==> src/inc/clc_defines.svh <==
// Constants for the charger limit configuration register bank
// Summary of operation
// - Registers are eight bits, written whole.
// - Limit register at page 0 0x90, 0xA090.
// - Limit code, reserved bits, source bit resets 1.
// - Source 1: code picks 100 to 2000 mA.
// - Source 0: pin picks 500/1500 mA, else invalid.
// - Charging register at page 0 0x91, 0xA091.
// - Charge current, float voltage, reserved bits, reset zero.
// - Float code gives 4.10/4.15/4.20 V, 11 unusable.
// - Charge level code times 100 mA, 0 gives 100.
// - Each code step from 1 upward adds one 100 mA increment.
`ifndef CLC_DEFINES_SVH
`define CLC_DEFINES_SVH

// Register width and port address widths
`define CLC_DATA_W          8
`define CLC_I2C_PAGE_W      8
`define CLC_I2C_ADDR_W      8
`define CLC_UC_ADDR_W       16

// Register addresses on both ports
`define CLC_I2C_PAGE        8'h00
`define CLC_I2C_ADDR_ILIM   8'h90
`define CLC_I2C_ADDR_CHG    8'h91
`define CLC_UC_ADDR_ILIM    16'ha090
`define CLC_UC_ADDR_CHG     16'ha091

// Reset values
`define CLC_ILIM_RESET      8'h80
`define CLC_CHG_RESET       8'h00
`define CLC_RDATA_RESET     8'h00

// Field positions of the input current limit register
`define CLC_ILIM_CODE_HI    2
`define CLC_ILIM_CODE_LO    0
`define CLC_ILIM_SRC_BIT    7

// Field positions of the charging register
`define CLC_CHARGE_CURRENT_CODE_HI      3
`define CLC_CHARGE_CURRENT_CODE_LO      0
`define CLC_FLOAT_VOLTAGE_CODE_HI      5
`define CLC_FLOAT_VOLTAGE_CODE_LO      4

// Input current limit codes and values in mA
`define CLC_ILIM_CODE_100   3'h0
`define CLC_ILIM_CODE_500   3'h1
`define CLC_ILIM_CODE_1000  3'h2
`define CLC_ILIM_CODE_1500  3'h3
`define CLC_ILIM_CODE_2000  3'h4
`define CLC_MA_W            12
`define CLC_MA_0            12'h000
`define CLC_MA_100          12'h064
`define CLC_MA_500          12'h1f4
`define CLC_MA_1000         12'h3e8
`define CLC_MA_1500         12'h5dc
`define CLC_MA_2000         12'h7d0

// Charge current step
`define CLC_CHG_STEP_MA     12'h064
`define CLC_CHG_CODE_ZERO   4'h0
`define CLC_CHG_CODE_ONE    4'h1

// Float voltage codes and values in mV
`define CLC_MV_W            13
`define CLC_VOL_CODE_4100   2'h0
`define CLC_VOL_CODE_4150   2'h1
`define CLC_VOL_CODE_4200   2'h2
`define CLC_MV_0            13'h0000
`define CLC_MV_4100         13'h1004
`define CLC_MV_4150         13'h1036
`define CLC_MV_4200         13'h1068

`endif

==> src/inc/clc_pkg.sv <==
// Types shared by the charger limit configuration block
package clc_pkg;

    // Where the input current limit comes from
    typedef enum logic
    {
        CLC_SRC_PIN,
        CLC_SRC_CODE
    } clc_src_type;

    // Which register a port access selects
    typedef enum logic [1:0]
    {
        CLC_SEL_NONE,
        CLC_SEL_ILIM,
        CLC_SEL_CHG
    } clc_sel_type;

endpackage : clc_pkg

==> src/rtl/clc_regs.sv <==
// Charger input limit and charging configuration registers with two access ports
`timescale 1ns/1ps
`include "clc_defines.svh"

module clc_regs
    import clc_pkg::*;
(
    // Clock and reset
    input  wire logic                           clk,
    input  wire logic                           resetn,
    // Host register port, reached through the I2C slave
    input  wire logic [`CLC_I2C_PAGE_W-1:0]     i2c_page,
    input  wire logic [`CLC_I2C_ADDR_W-1:0]     i2c_addr,
    input  wire logic                           i2c_wr,
    input  wire logic                           i2c_rd,
    input  wire logic [`CLC_DATA_W-1:0]         i2c_wdata,
    output logic [`CLC_DATA_W-1:0]              i2c_rdata_q,
    output logic                                i2c_ack_q,
    output logic                                i2c_err_q,
    // Embedded microcontroller register port
    input  wire logic [`CLC_UC_ADDR_W-1:0]      uc_addr,
    input  wire logic                           uc_wr,
    input  wire logic                           uc_rd,
    input  wire logic [`CLC_DATA_W-1:0]         uc_wdata,
    output logic [`CLC_DATA_W-1:0]              uc_rdata_q,
    output logic                                uc_ack_q,
    output logic                                uc_err_q,
    // Pins feeding the limit selection
    input  wire logic                           shared_pin_config,
    input  wire logic                           limit_select_pin,
    // Resolved charger settings
    output logic [`CLC_MA_W-1:0]                input_limit_ma_q,
    output logic                                input_limit_invalid_q,
    output logic [`CLC_MA_W-1:0]                charge_current_ma_q,
    output logic [`CLC_MV_W-1:0]                float_voltage_mv_q,
    output logic                                float_voltage_invalid_q,
    output logic                                cfg_invalid_q
);

    // Register storage
    logic [`CLC_DATA_W-1:0]     ilim_q;
    logic [`CLC_DATA_W-1:0]     chg_q;

    // Address decode results
    clc_sel_type                i2c_sel;
    clc_sel_type                uc_sel;

    // Write enables and data after arbitration
    logic                       ilim_we;
    logic                       chg_we;
    logic [`CLC_DATA_W-1:0]     ilim_wdata;
    logic [`CLC_DATA_W-1:0]     chg_wdata;

    // Read data muxes
    logic [`CLC_DATA_W-1:0]     i2c_rmux;
    logic [`CLC_DATA_W-1:0]     uc_rmux;

    // Decoded settings before registering
    logic [`CLC_MA_W-1:0]       input_limit_ma;
    logic                       input_limit_invalid;
    logic [`CLC_MA_W-1:0]       charge_current_ma;
    logic [`CLC_MV_W-1:0]       float_voltage_mv;
    logic                       float_voltage_invalid;
    logic                       i2c_req;
    logic                       uc_req;
    clc_src_type                limit_source_select;

    // Host port decode; only page 0 holds these registers
    always_comb
    begin
        i2c_sel = CLC_SEL_NONE;
        if (i2c_page == `CLC_I2C_PAGE)
        begin
            if (i2c_addr == `CLC_I2C_ADDR_ILIM)
            begin
                i2c_sel = CLC_SEL_ILIM;
            end
            else if (i2c_addr == `CLC_I2C_ADDR_CHG)
            begin
                i2c_sel = CLC_SEL_CHG;
            end
        end
    end

    // Microcontroller port decode
    always_comb
    begin
        uc_sel = CLC_SEL_NONE;
        if (uc_addr == `CLC_UC_ADDR_ILIM)
        begin
            uc_sel = CLC_SEL_ILIM;
        end
        else if (uc_addr == `CLC_UC_ADDR_CHG)
        begin
            uc_sel = CLC_SEL_CHG;
        end
    end

    // A read and a write together count as a write only
    assign i2c_req = i2c_wr | i2c_rd;
    assign uc_req  = uc_wr | uc_rd;

    // Write arbitration: host wins a same-cycle write to the same register,
    // so an external processor can always override the local firmware
    always_comb
    begin
        ilim_we    = 1'b0;
        ilim_wdata = uc_wdata;
        if (uc_wr && uc_sel == CLC_SEL_ILIM)
        begin
            ilim_we = 1'b1;
        end
        if (i2c_wr && i2c_sel == CLC_SEL_ILIM)
        begin
            ilim_we    = 1'b1;
            ilim_wdata = i2c_wdata;
        end
    end

    // Charging register write, same priority as the limit register
    always_comb
    begin
        chg_we    = 1'b0;
        chg_wdata = uc_wdata;
        if (uc_wr && uc_sel == CLC_SEL_CHG)
        begin
            chg_we = 1'b1;
        end
        if (i2c_wr && i2c_sel == CLC_SEL_CHG)
        begin
            chg_we    = 1'b1;
            chg_wdata = i2c_wdata;
        end
    end

    // Input current limit register, whole byte written, reserved bits kept
    always_ff @(posedge clk or negedge resetn)
    begin
        if (!resetn)
        begin
            ilim_q <= `CLC_ILIM_RESET;
        end
        else if (ilim_we)
        begin
            ilim_q <= ilim_wdata;
        end
    end

    // Charging configuration register, reserved bits read back as written
    always_ff @(posedge clk or negedge resetn)
    begin
        if (!resetn)
        begin
            chg_q <= `CLC_CHG_RESET;
        end
        else if (chg_we)
        begin
            chg_q <= chg_wdata;
        end
    end

    // Host read mux; unmapped addresses read as zero
    always_comb
    begin
        unique case (i2c_sel)
            CLC_SEL_ILIM: i2c_rmux = ilim_q;
            CLC_SEL_CHG:  i2c_rmux = chg_q;
            default:      i2c_rmux = `CLC_RDATA_RESET;
        endcase
    end

    // Microcontroller read mux; both ports may read the same register at once
    always_comb
    begin
        unique case (uc_sel)
            CLC_SEL_ILIM: uc_rmux = ilim_q;
            CLC_SEL_CHG:  uc_rmux = chg_q;
            default:      uc_rmux = `CLC_RDATA_RESET;
        endcase
    end

    // Host port answer: one-cycle ack, error on an unmapped address
    always_ff @(posedge clk or negedge resetn)
    begin
        if (!resetn)
        begin
            i2c_ack_q <= 1'b0;
            i2c_err_q <= 1'b0;
        end
        else
        begin
            i2c_ack_q <= i2c_req;
            i2c_err_q <= i2c_req && i2c_sel == CLC_SEL_NONE;
        end
    end

    // Host read data holds until the next read
    always_ff @(posedge clk or negedge resetn)
    begin
        if (!resetn)
        begin
            i2c_rdata_q <= `CLC_RDATA_RESET;
        end
        else if (i2c_rd && !i2c_wr)
        begin
            i2c_rdata_q <= i2c_rmux;
        end
    end

    // Microcontroller port answer
    always_ff @(posedge clk or negedge resetn)
    begin
        if (!resetn)
        begin
            uc_ack_q <= 1'b0;
            uc_err_q <= 1'b0;
        end
        else
        begin
            uc_ack_q <= uc_req;
            uc_err_q <= uc_req && uc_sel == CLC_SEL_NONE;
        end
    end

    // Microcontroller read data holds until the next read
    always_ff @(posedge clk or negedge resetn)
    begin
        if (!resetn)
        begin
            uc_rdata_q <= `CLC_RDATA_RESET;
        end
        else if (uc_rd && !uc_wr)
        begin
            uc_rdata_q <= uc_rmux;
        end
    end

    // Source bit steers the limit path
    assign limit_source_select = ilim_q[`CLC_ILIM_SRC_BIT] ? CLC_SRC_CODE : CLC_SRC_PIN;

    // Field decode into charger settings
    clc_decode u_decode
    (
        .input_limit_code       (ilim_q[`CLC_ILIM_CODE_HI:`CLC_ILIM_CODE_LO]),
        .limit_source_select    (limit_source_select),
        .charge_current_code    (chg_q[`CLC_CHARGE_CURRENT_CODE_HI:`CLC_CHARGE_CURRENT_CODE_LO]),
        .float_voltage_code     (chg_q[`CLC_FLOAT_VOLTAGE_CODE_HI:`CLC_FLOAT_VOLTAGE_CODE_LO]),
        .shared_pin_config      (shared_pin_config),
        .limit_select_pin       (limit_select_pin),
        .input_limit_ma         (input_limit_ma),
        .input_limit_invalid    (input_limit_invalid),
        .charge_current_ma      (charge_current_ma),
        .float_voltage_mv       (float_voltage_mv),
        .float_voltage_invalid  (float_voltage_invalid)
    );

    // Registered input limit to the analog charger; one cycle behind the
    // register or pin change, which keeps glitches off the analog side
    always_ff @(posedge clk or negedge resetn)
    begin
        if (!resetn)
        begin
            input_limit_ma_q      <= `CLC_MA_0;
            input_limit_invalid_q <= 1'b0;
        end
        else
        begin
            input_limit_ma_q      <= input_limit_ma;
            input_limit_invalid_q <= input_limit_invalid;
        end
    end

    // Charge current level; always a whole step, never zero once running
    always_ff @(posedge clk or negedge resetn)
    begin
        if (!resetn)
        begin
            charge_current_ma_q <= `CLC_MA_0;
        end
        else
        begin
            charge_current_ma_q <= charge_current_ma;
        end
    end

    // Float voltage; an unusable code shows as zero plus its flag,
    // so the analog side never sees a half-valid target
    always_ff @(posedge clk or negedge resetn)
    begin
        if (!resetn)
        begin
            float_voltage_mv_q      <= `CLC_MV_0;
            float_voltage_invalid_q <= 1'b0;
        end
        else
        begin
            float_voltage_mv_q      <= float_voltage_mv;
            float_voltage_invalid_q <= float_voltage_invalid;
        end
    end

    // Summary flag, so the charger needs to watch one bit only
    always_ff @(posedge clk or negedge resetn)
    begin
        if (!resetn)
        begin
            cfg_invalid_q <= 1'b0;
        end
        else
        begin
            cfg_invalid_q <= input_limit_invalid | float_voltage_invalid;
        end
    end

endmodule : clc_regs

==> src/rtl/clc_decode.sv <==
// Decode of register fields into charger settings
`timescale 1ns/1ps
`include "clc_defines.svh"

module clc_decode
    import clc_pkg::*;
(
    // Register fields
    input  wire logic [2:0]             input_limit_code,
    input  wire clc_src_type            limit_source_select,
    input  wire logic [3:0]             charge_current_code,
    input  wire logic [1:0]             float_voltage_code,
    // Pins
    input  wire logic                   shared_pin_config,
    input  wire logic                   limit_select_pin,
    // Resolved settings
    output logic [`CLC_MA_W-1:0]        input_limit_ma,
    output logic                        input_limit_invalid,
    output logic [`CLC_MA_W-1:0]        charge_current_ma,
    output logic [`CLC_MV_W-1:0]        float_voltage_mv,
    output logic                        float_voltage_invalid
);

    logic [3:0] charge_steps;

    // Input limit from code or from pin
    always_comb
    begin
        input_limit_ma      = `CLC_MA_0;
        input_limit_invalid = 1'b0;
        if (limit_source_select == CLC_SRC_CODE)
        begin
            // Code path; pin and shared pin config ignored
            unique case (input_limit_code)
                `CLC_ILIM_CODE_100:  input_limit_ma = `CLC_MA_100;
                `CLC_ILIM_CODE_500:  input_limit_ma = `CLC_MA_500;
                `CLC_ILIM_CODE_1000: input_limit_ma = `CLC_MA_1000;
                `CLC_ILIM_CODE_1500: input_limit_ma = `CLC_MA_1500;
                `CLC_ILIM_CODE_2000: input_limit_ma = `CLC_MA_2000;
                default:             input_limit_invalid = 1'b1;
            endcase
        end
        else if (!shared_pin_config)
        begin
            // Pin not assigned to limit selection
            input_limit_invalid = 1'b1;
        end
        else
        begin
            input_limit_ma = limit_select_pin ? `CLC_MA_1500 : `CLC_MA_500;
        end
    end

    // Code zero behaves as code one
    assign charge_steps = (charge_current_code == `CLC_CHG_CODE_ZERO)
                        ? `CLC_CHG_CODE_ONE : charge_current_code;
    // One 100 mA increment per code step
    assign charge_current_ma = `CLC_MA_W'({8'h00, charge_steps} * `CLC_CHG_STEP_MA);

    // Float voltage; last code has no usable setting
    always_comb
    begin
        float_voltage_mv      = `CLC_MV_0;
        float_voltage_invalid = 1'b0;
        unique case (float_voltage_code)
            `CLC_VOL_CODE_4100: float_voltage_mv = `CLC_MV_4100;
            `CLC_VOL_CODE_4150: float_voltage_mv = `CLC_MV_4150;
            `CLC_VOL_CODE_4200: float_voltage_mv = `CLC_MV_4200;
            default:            float_voltage_invalid = 1'b1;
        endcase
    end

endmodule : clc_decode

==> config.mk <==
export PLATFORM = sky130hd
export DESIGN_NAME = clc_regs
export DESIGN_NICKNAME = d
export VERILOG_FILES = /design/src/inc/clc_pkg.sv /design/src/rtl/clc_regs.sv /design/src/rtl/clc_decode.sv
export VERILOG_INCLUDE_DIRS = /design/src /design/src/inc
export SDC_FILE = /design/constraint.sdc
export NUM_CORES = 1
export LEC_CHECK = 0
export BUFFER_PORTS_ARGS = -buffer_cell sky130_fd_sc_hd__buf_2
export CORE_MARGIN = 2
export CORE_UTILIZATION = 51
export DETAILED_ROUTE_END_ITERATION = 12
export PLACE_DENSITY = 0.79
export REMOVE_ABC_BUFFERS = 1
export SYNTH_ARGS = -nofsm -noshare
export SYNTH_HDL_FRONTEND = slang
export SYNTH_HIERARCHICAL = 1
export SYNTH_SLANG_ARGS = --single-unit
==> constraint.sdc <==
create_clock -name clk -period 2.2 [get_ports clk]
set_input_delay 0.44 -clock clk [delete_from_list [all_inputs] [get_ports clk]]
set_output_delay 0.44 -clock clk [all_outputs]
set_load 0.03 [all_outputs]
; ---- After elaboration in Yosys (flattened, before gate mapping)
; Cells that the tools add are included.
[classes]
n_mul = 1
eq_ne = 14
n_mux = 24
bitwise = 3
reduce_logical = 18
[op_table]
columns = cell, n
row1 = $pmux 11 s5, 1
row2 = $pmux 13 s3, 1
row3 = $eq 16x16->1 const B, 2
row4 = $pmux 8 s2, 2
row5 = $mux 12, 2
row6 = $eq 8x8->1 const B, 2
row7 = $mux 8, 2
row8 = $mux 11, 1
row9 = $mux 2, 5
row10 = $mul 4x5->9 const B, 1
row11 = $mux 1, 9
row12 = $logic_and 1x1->1, 8
row13 = $logic_not 8->1, 1
row14 = $eq 2x1->1 const B, 3
row15 = $eq 2x2->1 const B, 3
row16 = $eq 3x2->1 const B, 2
row17 = $logic_not 2->1, 3
row18 = $reduce_or 5->1, 1
row19 = $logic_not 4->1, 1
row20 = $mux 4, 1
row21 = $eq 3x1->1 const B, 1
row22 = $eq 3x3->1 const B, 1
row23 = $logic_not 3->1, 1
row24 = $or 1x1->1, 3
row25 = other kinds (2), 3
[word_totals]
regBits = 73
in_bits = 56
output_inout_bits = 60
word_cells = 74

; ---- Longest topological paths before layout
[logic_depth]
depth_word = 7
depth_mapped = 10

; ---- Cells and area by module
; The synthesis kept the hierarchy.
[modules_own_cells]
columns = mod, instances, cells_per_inst, area_per_inst_um2, seq_area_each_um2
row1 = clc_regs, 1, 225, 2904.0, 1903.1
row2 = clc_decode, 1, 80, 601.8, 0.0

; ---- Least setup slack after synthesis
; No wires, ideal clock.
[synth_path]
path_type = input port to flip-flop
from = in i2c_page[0]
to = reg chg_q[4]
t_arrival_ps = 2075
path_slack_ps = 4
path_stages = 10
n_path_buf = 2
cell_sequence = nor4_1 nand4_1 nor2_1 inv_1 ha_1 clkbuf_1 nand2_1 clkbuf_1 o21ai_0 o22a_1
[synth_via]
elab_chain_cells = 5
word_cells_on_any_way = 6
classes_between = 1 x eq/ne / 3 x mux / 2 x reduce/logical
[synth_rtl]
columns = element, line
row1 = "start, declared", clc_regs.sv:12  ; input wire logic [`CLC_I2C_PAGE_W-1:0] i2c_page,
row2 = $logic_not 8->1 (no line) (*), --
row3 = $mux 2 (*), clc_regs.sv:72  ; if (i2c_page == `CLC_I2C_PAGE)
row4 = $eq 2x2->1 (*), clc_regs.sv:129  ; if (i2c_wr && i2c_sel == CLC_SEL_CHG)
row5 = $logic_and 1x1->1 (*), clc_regs.sv:129
row6 = $mux 8 or $mux 1 (tied branches), clc_regs.sv:129
row7 = "end signal, assigned", clc_regs.sv:154  ; chg_q <= `CLC_CHG_RESET;
row8 = "end signal, assigned", clc_regs.sv:158  ; chg_q <= chg_wdata;
row9 = "end, declared", clc_regs.sv:42  ; logic [`CLC_DATA_W-1:0] chg_q;
; Mark *: on every way between the ends. The rest lies on a longest branch, timed or not.
; A chain may end at the register's enable or synchronous reset.

; ---- Final worst setup path
[layout_path]
from = reg chg_q[2]
to = reg charge_current_ma_q[10]
[layout_via]
elab_chain_cells = 3
[layout_rtl]
columns = element, line
row1 = $logic_not 4->1 (no line), --
row2 = $mux 4 (*), clc_decode.sv:55  ; assign charge_steps = (charge_current_code == `CLC_CHG_CODE_ZERO)
row3 = $mul 4x5->9 (no line) (*), --
row4 = named net charge_current_ma[10], clc_regs.sv:61  ; logic [`CLC_MA_W-1:0] charge_current_ma;
row5 = "end signal, assigned", clc_regs.sv:278  ; charge_current_ma_q <= `CLC_MA_0;
row6 = "end signal, assigned", clc_regs.sv:282  ; charge_current_ma_q <= charge_current_ma;
row7 = "end, declared", clc_regs.sv:34  ; output logic [`CLC_MA_W-1:0] charge_current_ma_q,
; The timed path passes the listed nets; every way through them passes the cells marked *.

==> impl_metrics.csv <==
group,metric,value,unit
die,row_count,30,
routing,vias_per_cell,5.27,
timing,max_slew_margin,61.1,%
clock_tree,numCtsBuffers,9,
final_layout,synthToLayoutAreaGrowth,22.1,%
pwr,power.clock.fraction,38.7,%
pwr,swShare,23.3,%
routing,drt_iter0_markers,122,
worst_setup_path,arrival,2310,ps
timing,drv_slew,0,
worst_setup_path,endpoint_kind,"flip-flop",
clock_tree,cts_hold_buf,0,
die,core_area,6720,um2
clock_tree,cts_max_path_buffers,2,
timing,final-setup-viol-count,0,
final_layout,seqCellArea,1900,um2
timing,tightest_slew,583,ps
grt,grt_max_degree,37,
routing,vias,2679,
die,dieArea,7550,um2
clock_tree,clk_pin_slew,80,ps
final_layout,fin_nets,497,
grt,antenna_found_initial,0,
placement,port_buffers,115,
hold_path,hold_path_class,"primary input to asynchronous set/reset pin",
routing,ant_nets,0,
routing,dr.pass1.iters,4,
die,die_x,86.9,um
placement,place_hpwl,5370,um
timing,max_freq,489,MHz
synth,synth_cell_types,47,
clock_tree,cts.sinks,76,
clock_tree,tritoncts,"built",
routing,post-route-drc-count,0,
die,io_pins,116,
clock_tree,post_cts_buffers,0,
synth,ys_ff_latch,76,
clock_tree,cts-root-buf,"clkbuf_8",
clock_tree,htree_levels,3,
synth,netlist_area,3510,um2
worst_setup_path,start_kind,"flip-flop",
worst_setup_path,worstPathRequired,2470,ps
timing,rsz0062_at_grt,"false",
final_layout,n_antenna_cell,0,
pwr,total_power,2.67,mW
pwr,seqPwrFrac,53.5,%
timing,setup_ws,153,ps
pwr,power_leakage,2.10,nW
placement,gp_congestion,0.789,
final_layout,multiInputGateArea,1380,um2
timing,finalCriticalPeriod,2050,ps
pwr,combPwrFrac,7.8,%
grt,grt_first_pass_wirelength,11700,um
grt,grt_overflow,0,
die,initial_core_util,52.2,%
pwr,vdd_drop_max,0.244,mV
clock_tree,clkLatencyLatePin,350,ps
timing,hold_viol,0,
routing,wl,7270,um
die,die_h,86.9,um
synth,synth_warnings,6,
worst_setup_path,critPathKind,"flip-flop to flip-flop",
grt,grt_pass1_vias,2560,
timing,finalClockSkew,7.16,ps
synth,synth_cells,305,
pwr,switchingPower,622,uW
final_layout,final_layout_size_suffix_gt1_share,35.5,%
pwr,p_int,2.05,mW
pwr,power.density,623,nW/um2
grt,grtUsageTotal,20.2,%
final_layout,nFillCells,535,
synth,yosysSeqAreaShare,54.3,%
flow_run,maxCapViolCount,0,
synth,postSynthAreaPerCell,11.5,um2
outcome,status,"complete, no violations",
routing,wl_per_cell,14.3,um
worst_setup_path,critPathMaxFanout,4,
placement,place_ws,-51.4,ps
timing,post-route-period-util,93.0,%
## cell families (layout without fill, tap and decap cells)
group,count (synthesis),in the layout,synth area share (%)
buf+inv,40,152,7.60
fa+ha+maj,18,18,6.64
xor+xnor,3,3,0.750
compound gates,95,95,18.4
flops,76,76,54.3
other cells,1,12,0.107
simple gates,72,72,12.2
## layout make-up
| class | count | share of cell area, % |
|---|---|---|
| clock buffer | 12 | 3.39 |
| clock inverter | 4 | 1.14 |
| inverter | 9 | 0.789 |
| multi-input combinational | 200 | 32.3 |
| sequential | 76 | 44.5 |
| tap | 80 | 2.34 |
| timing repair buffer | 127 | 15.6 |
## final timing paths
kind	startpoint	end	slack (ps)	depth (start not counted)
worst max-delay path	chg_q[2]	charge_current_ma_q[10]	150	8
worst min-delay path	resetn	ilim_q[1]	40	1
worst max register to register	chg_q[2]	charge_current_ma_q[10]	150	8
worst min register to register	i2c_rdata_q[4]	i2c_rdata_q[4]	480	2
max in group asynchronous	resetn	float_voltage_mv_q[3]	1580	2
min in group clk	limit_select_pin	input_limit_ma_q[5]	280	2
## power groups by stage
stage | registers [mW] | logic (mW) | clock network, mW
2_1_floorplan | 1.51 | 0.0299 | 0
3_3_place_gp | 1.45 | 0.208 | 0
3_5_place_dp | 1.45 | 0.210 | 0
4_1_cts | 1.43 | 0.211 | 1.05
5_1_grt | 1.43 | 0.230 | 1.12
6_report | 1.43 | 0.209 | 1.03
## per-layer routing
layer	track usage (%)	vias up	part of all wire, %
li1	-	1295	-
met1	25.2	1236	43
met2	33.7	129	48
met3	3.41	19	6.6
met4	10.4	0	2.6
met5	0	-	0
## state kept, by name, indices dropped and copies added (netlist names)
name / flops
cfg_invalid_q: 1
charge_current_ma_q: 12
chg_q: 8
float_voltage_invalid_q: 1
float_voltage_mv_q: 13
i2c_ack_q: 1
i2c_err_q: 1
i2c_rdata_q: 8
ilim_q: 8
input_limit_invalid_q: 1
input_limit_ma_q: 12
uc_ack_q: 1
uc_err_q: 1
uc_rdata_q: 8
## placed cells by master (no fill, tap or decap), types with 2 or more instances in the layout
cell type / count
clkbuf_8: 10
and4_1: 2
nor2_1: 8
a21oi_1: 5
nand3b_1: 3
a21boi_2: 2
xnor2_1: 2
o21ai_0: 25
inv_1: 9
nor4bb_1: 2
buf_4: 13
nor2b_1: 2
o21ai_1: 9
o2bb2ai_1: 2
nor4_1: 2
a21boi_0: 13
buf_2: 114
ha_1: 17
dfrtp_1: 75
o22a_1: 16
conb_1: 12
clkbuf_1: 2
nor3_1: 2
or2_2: 3
nand2_1: 28
o211ai_1: 3
a22oi_1: 16
and2_1: 2
clkinv_2: 2
nand2b_1: 6
a21boi_1: 2
nand4_1: 3
## metrics by stage
| step | instances | hold slack (ps) | instance area [um2] | util (%) | TNS, ps |
|---|---|---|---|---|---|
| 2_1_floorplan | 285 | 144 | 3310 | - | 0 |
| 3_3_place_gp | 492 | 411 | 4080 | 60.8 | 0 |
| 3_5_place_dp | 492 | 418 | 4080 | 60.8 | -275 |
| 4_1_cts | 508 | 38.0 | 4280 | 63.6 | 0 |
| 5_1_grt | 508 | 65.3 | 4280 | 63.7 | 0 |
| 6_report | 508 | 37.3 | 4280 | 63.7 | 0 |
## Yosys cell counts (all sizes together)
library cell  count  area share (%)
and4bb            1            0.36
o2bb2ai           2            0.50
xnor2             2            0.50
dfstp             1            0.75
and3              1            0.18
dfrtp            75              54
nor4b             2             1.1
a21boi           17             3.9
conb              1            0.11
o211ai            3            0.64
clkbuf            7            0.75
nand4bb           1            0.32
nor3              2            0.29
nand4             3            0.54
o22a             16             4.0
nor4bb            2            0.57
nor3b             1            0.21
nor2b             2            0.36
or3b              1            0.25
nand2b            6             1.1
nor2              8            0.86
xor2              1            0.25
ha               17             6.1
and4              2            0.50
inv               9            0.96
a31oi             1            0.18
nand3b            3            0.64
a21oi             5            0.71
fa                1            0.57
and2              2            0.36
or2               3            0.54
a22oi            16             3.4
a21o              1            0.21
nor4              3            0.96
nand2            28             3.0
o21ai            34             4.9
buf              24             5.9
nand3             1            0.14
## repair_timing
action,in CTS,in global routing
hold endpoints to repair,0,0
setup endpoints to repair,0,1
gates resized for setup,0,1
## critical path, cell delays in order (launching register included)
cell,delay (ps)
dfrtp_1,350
inv_1,70
ha_1,240
a21o_1,220
ha_1,200
ha_1,220
fa_2,360
a21oi_1,180
xnor2_1,130
Note: power is estimated with default switching activity, not from simulation.
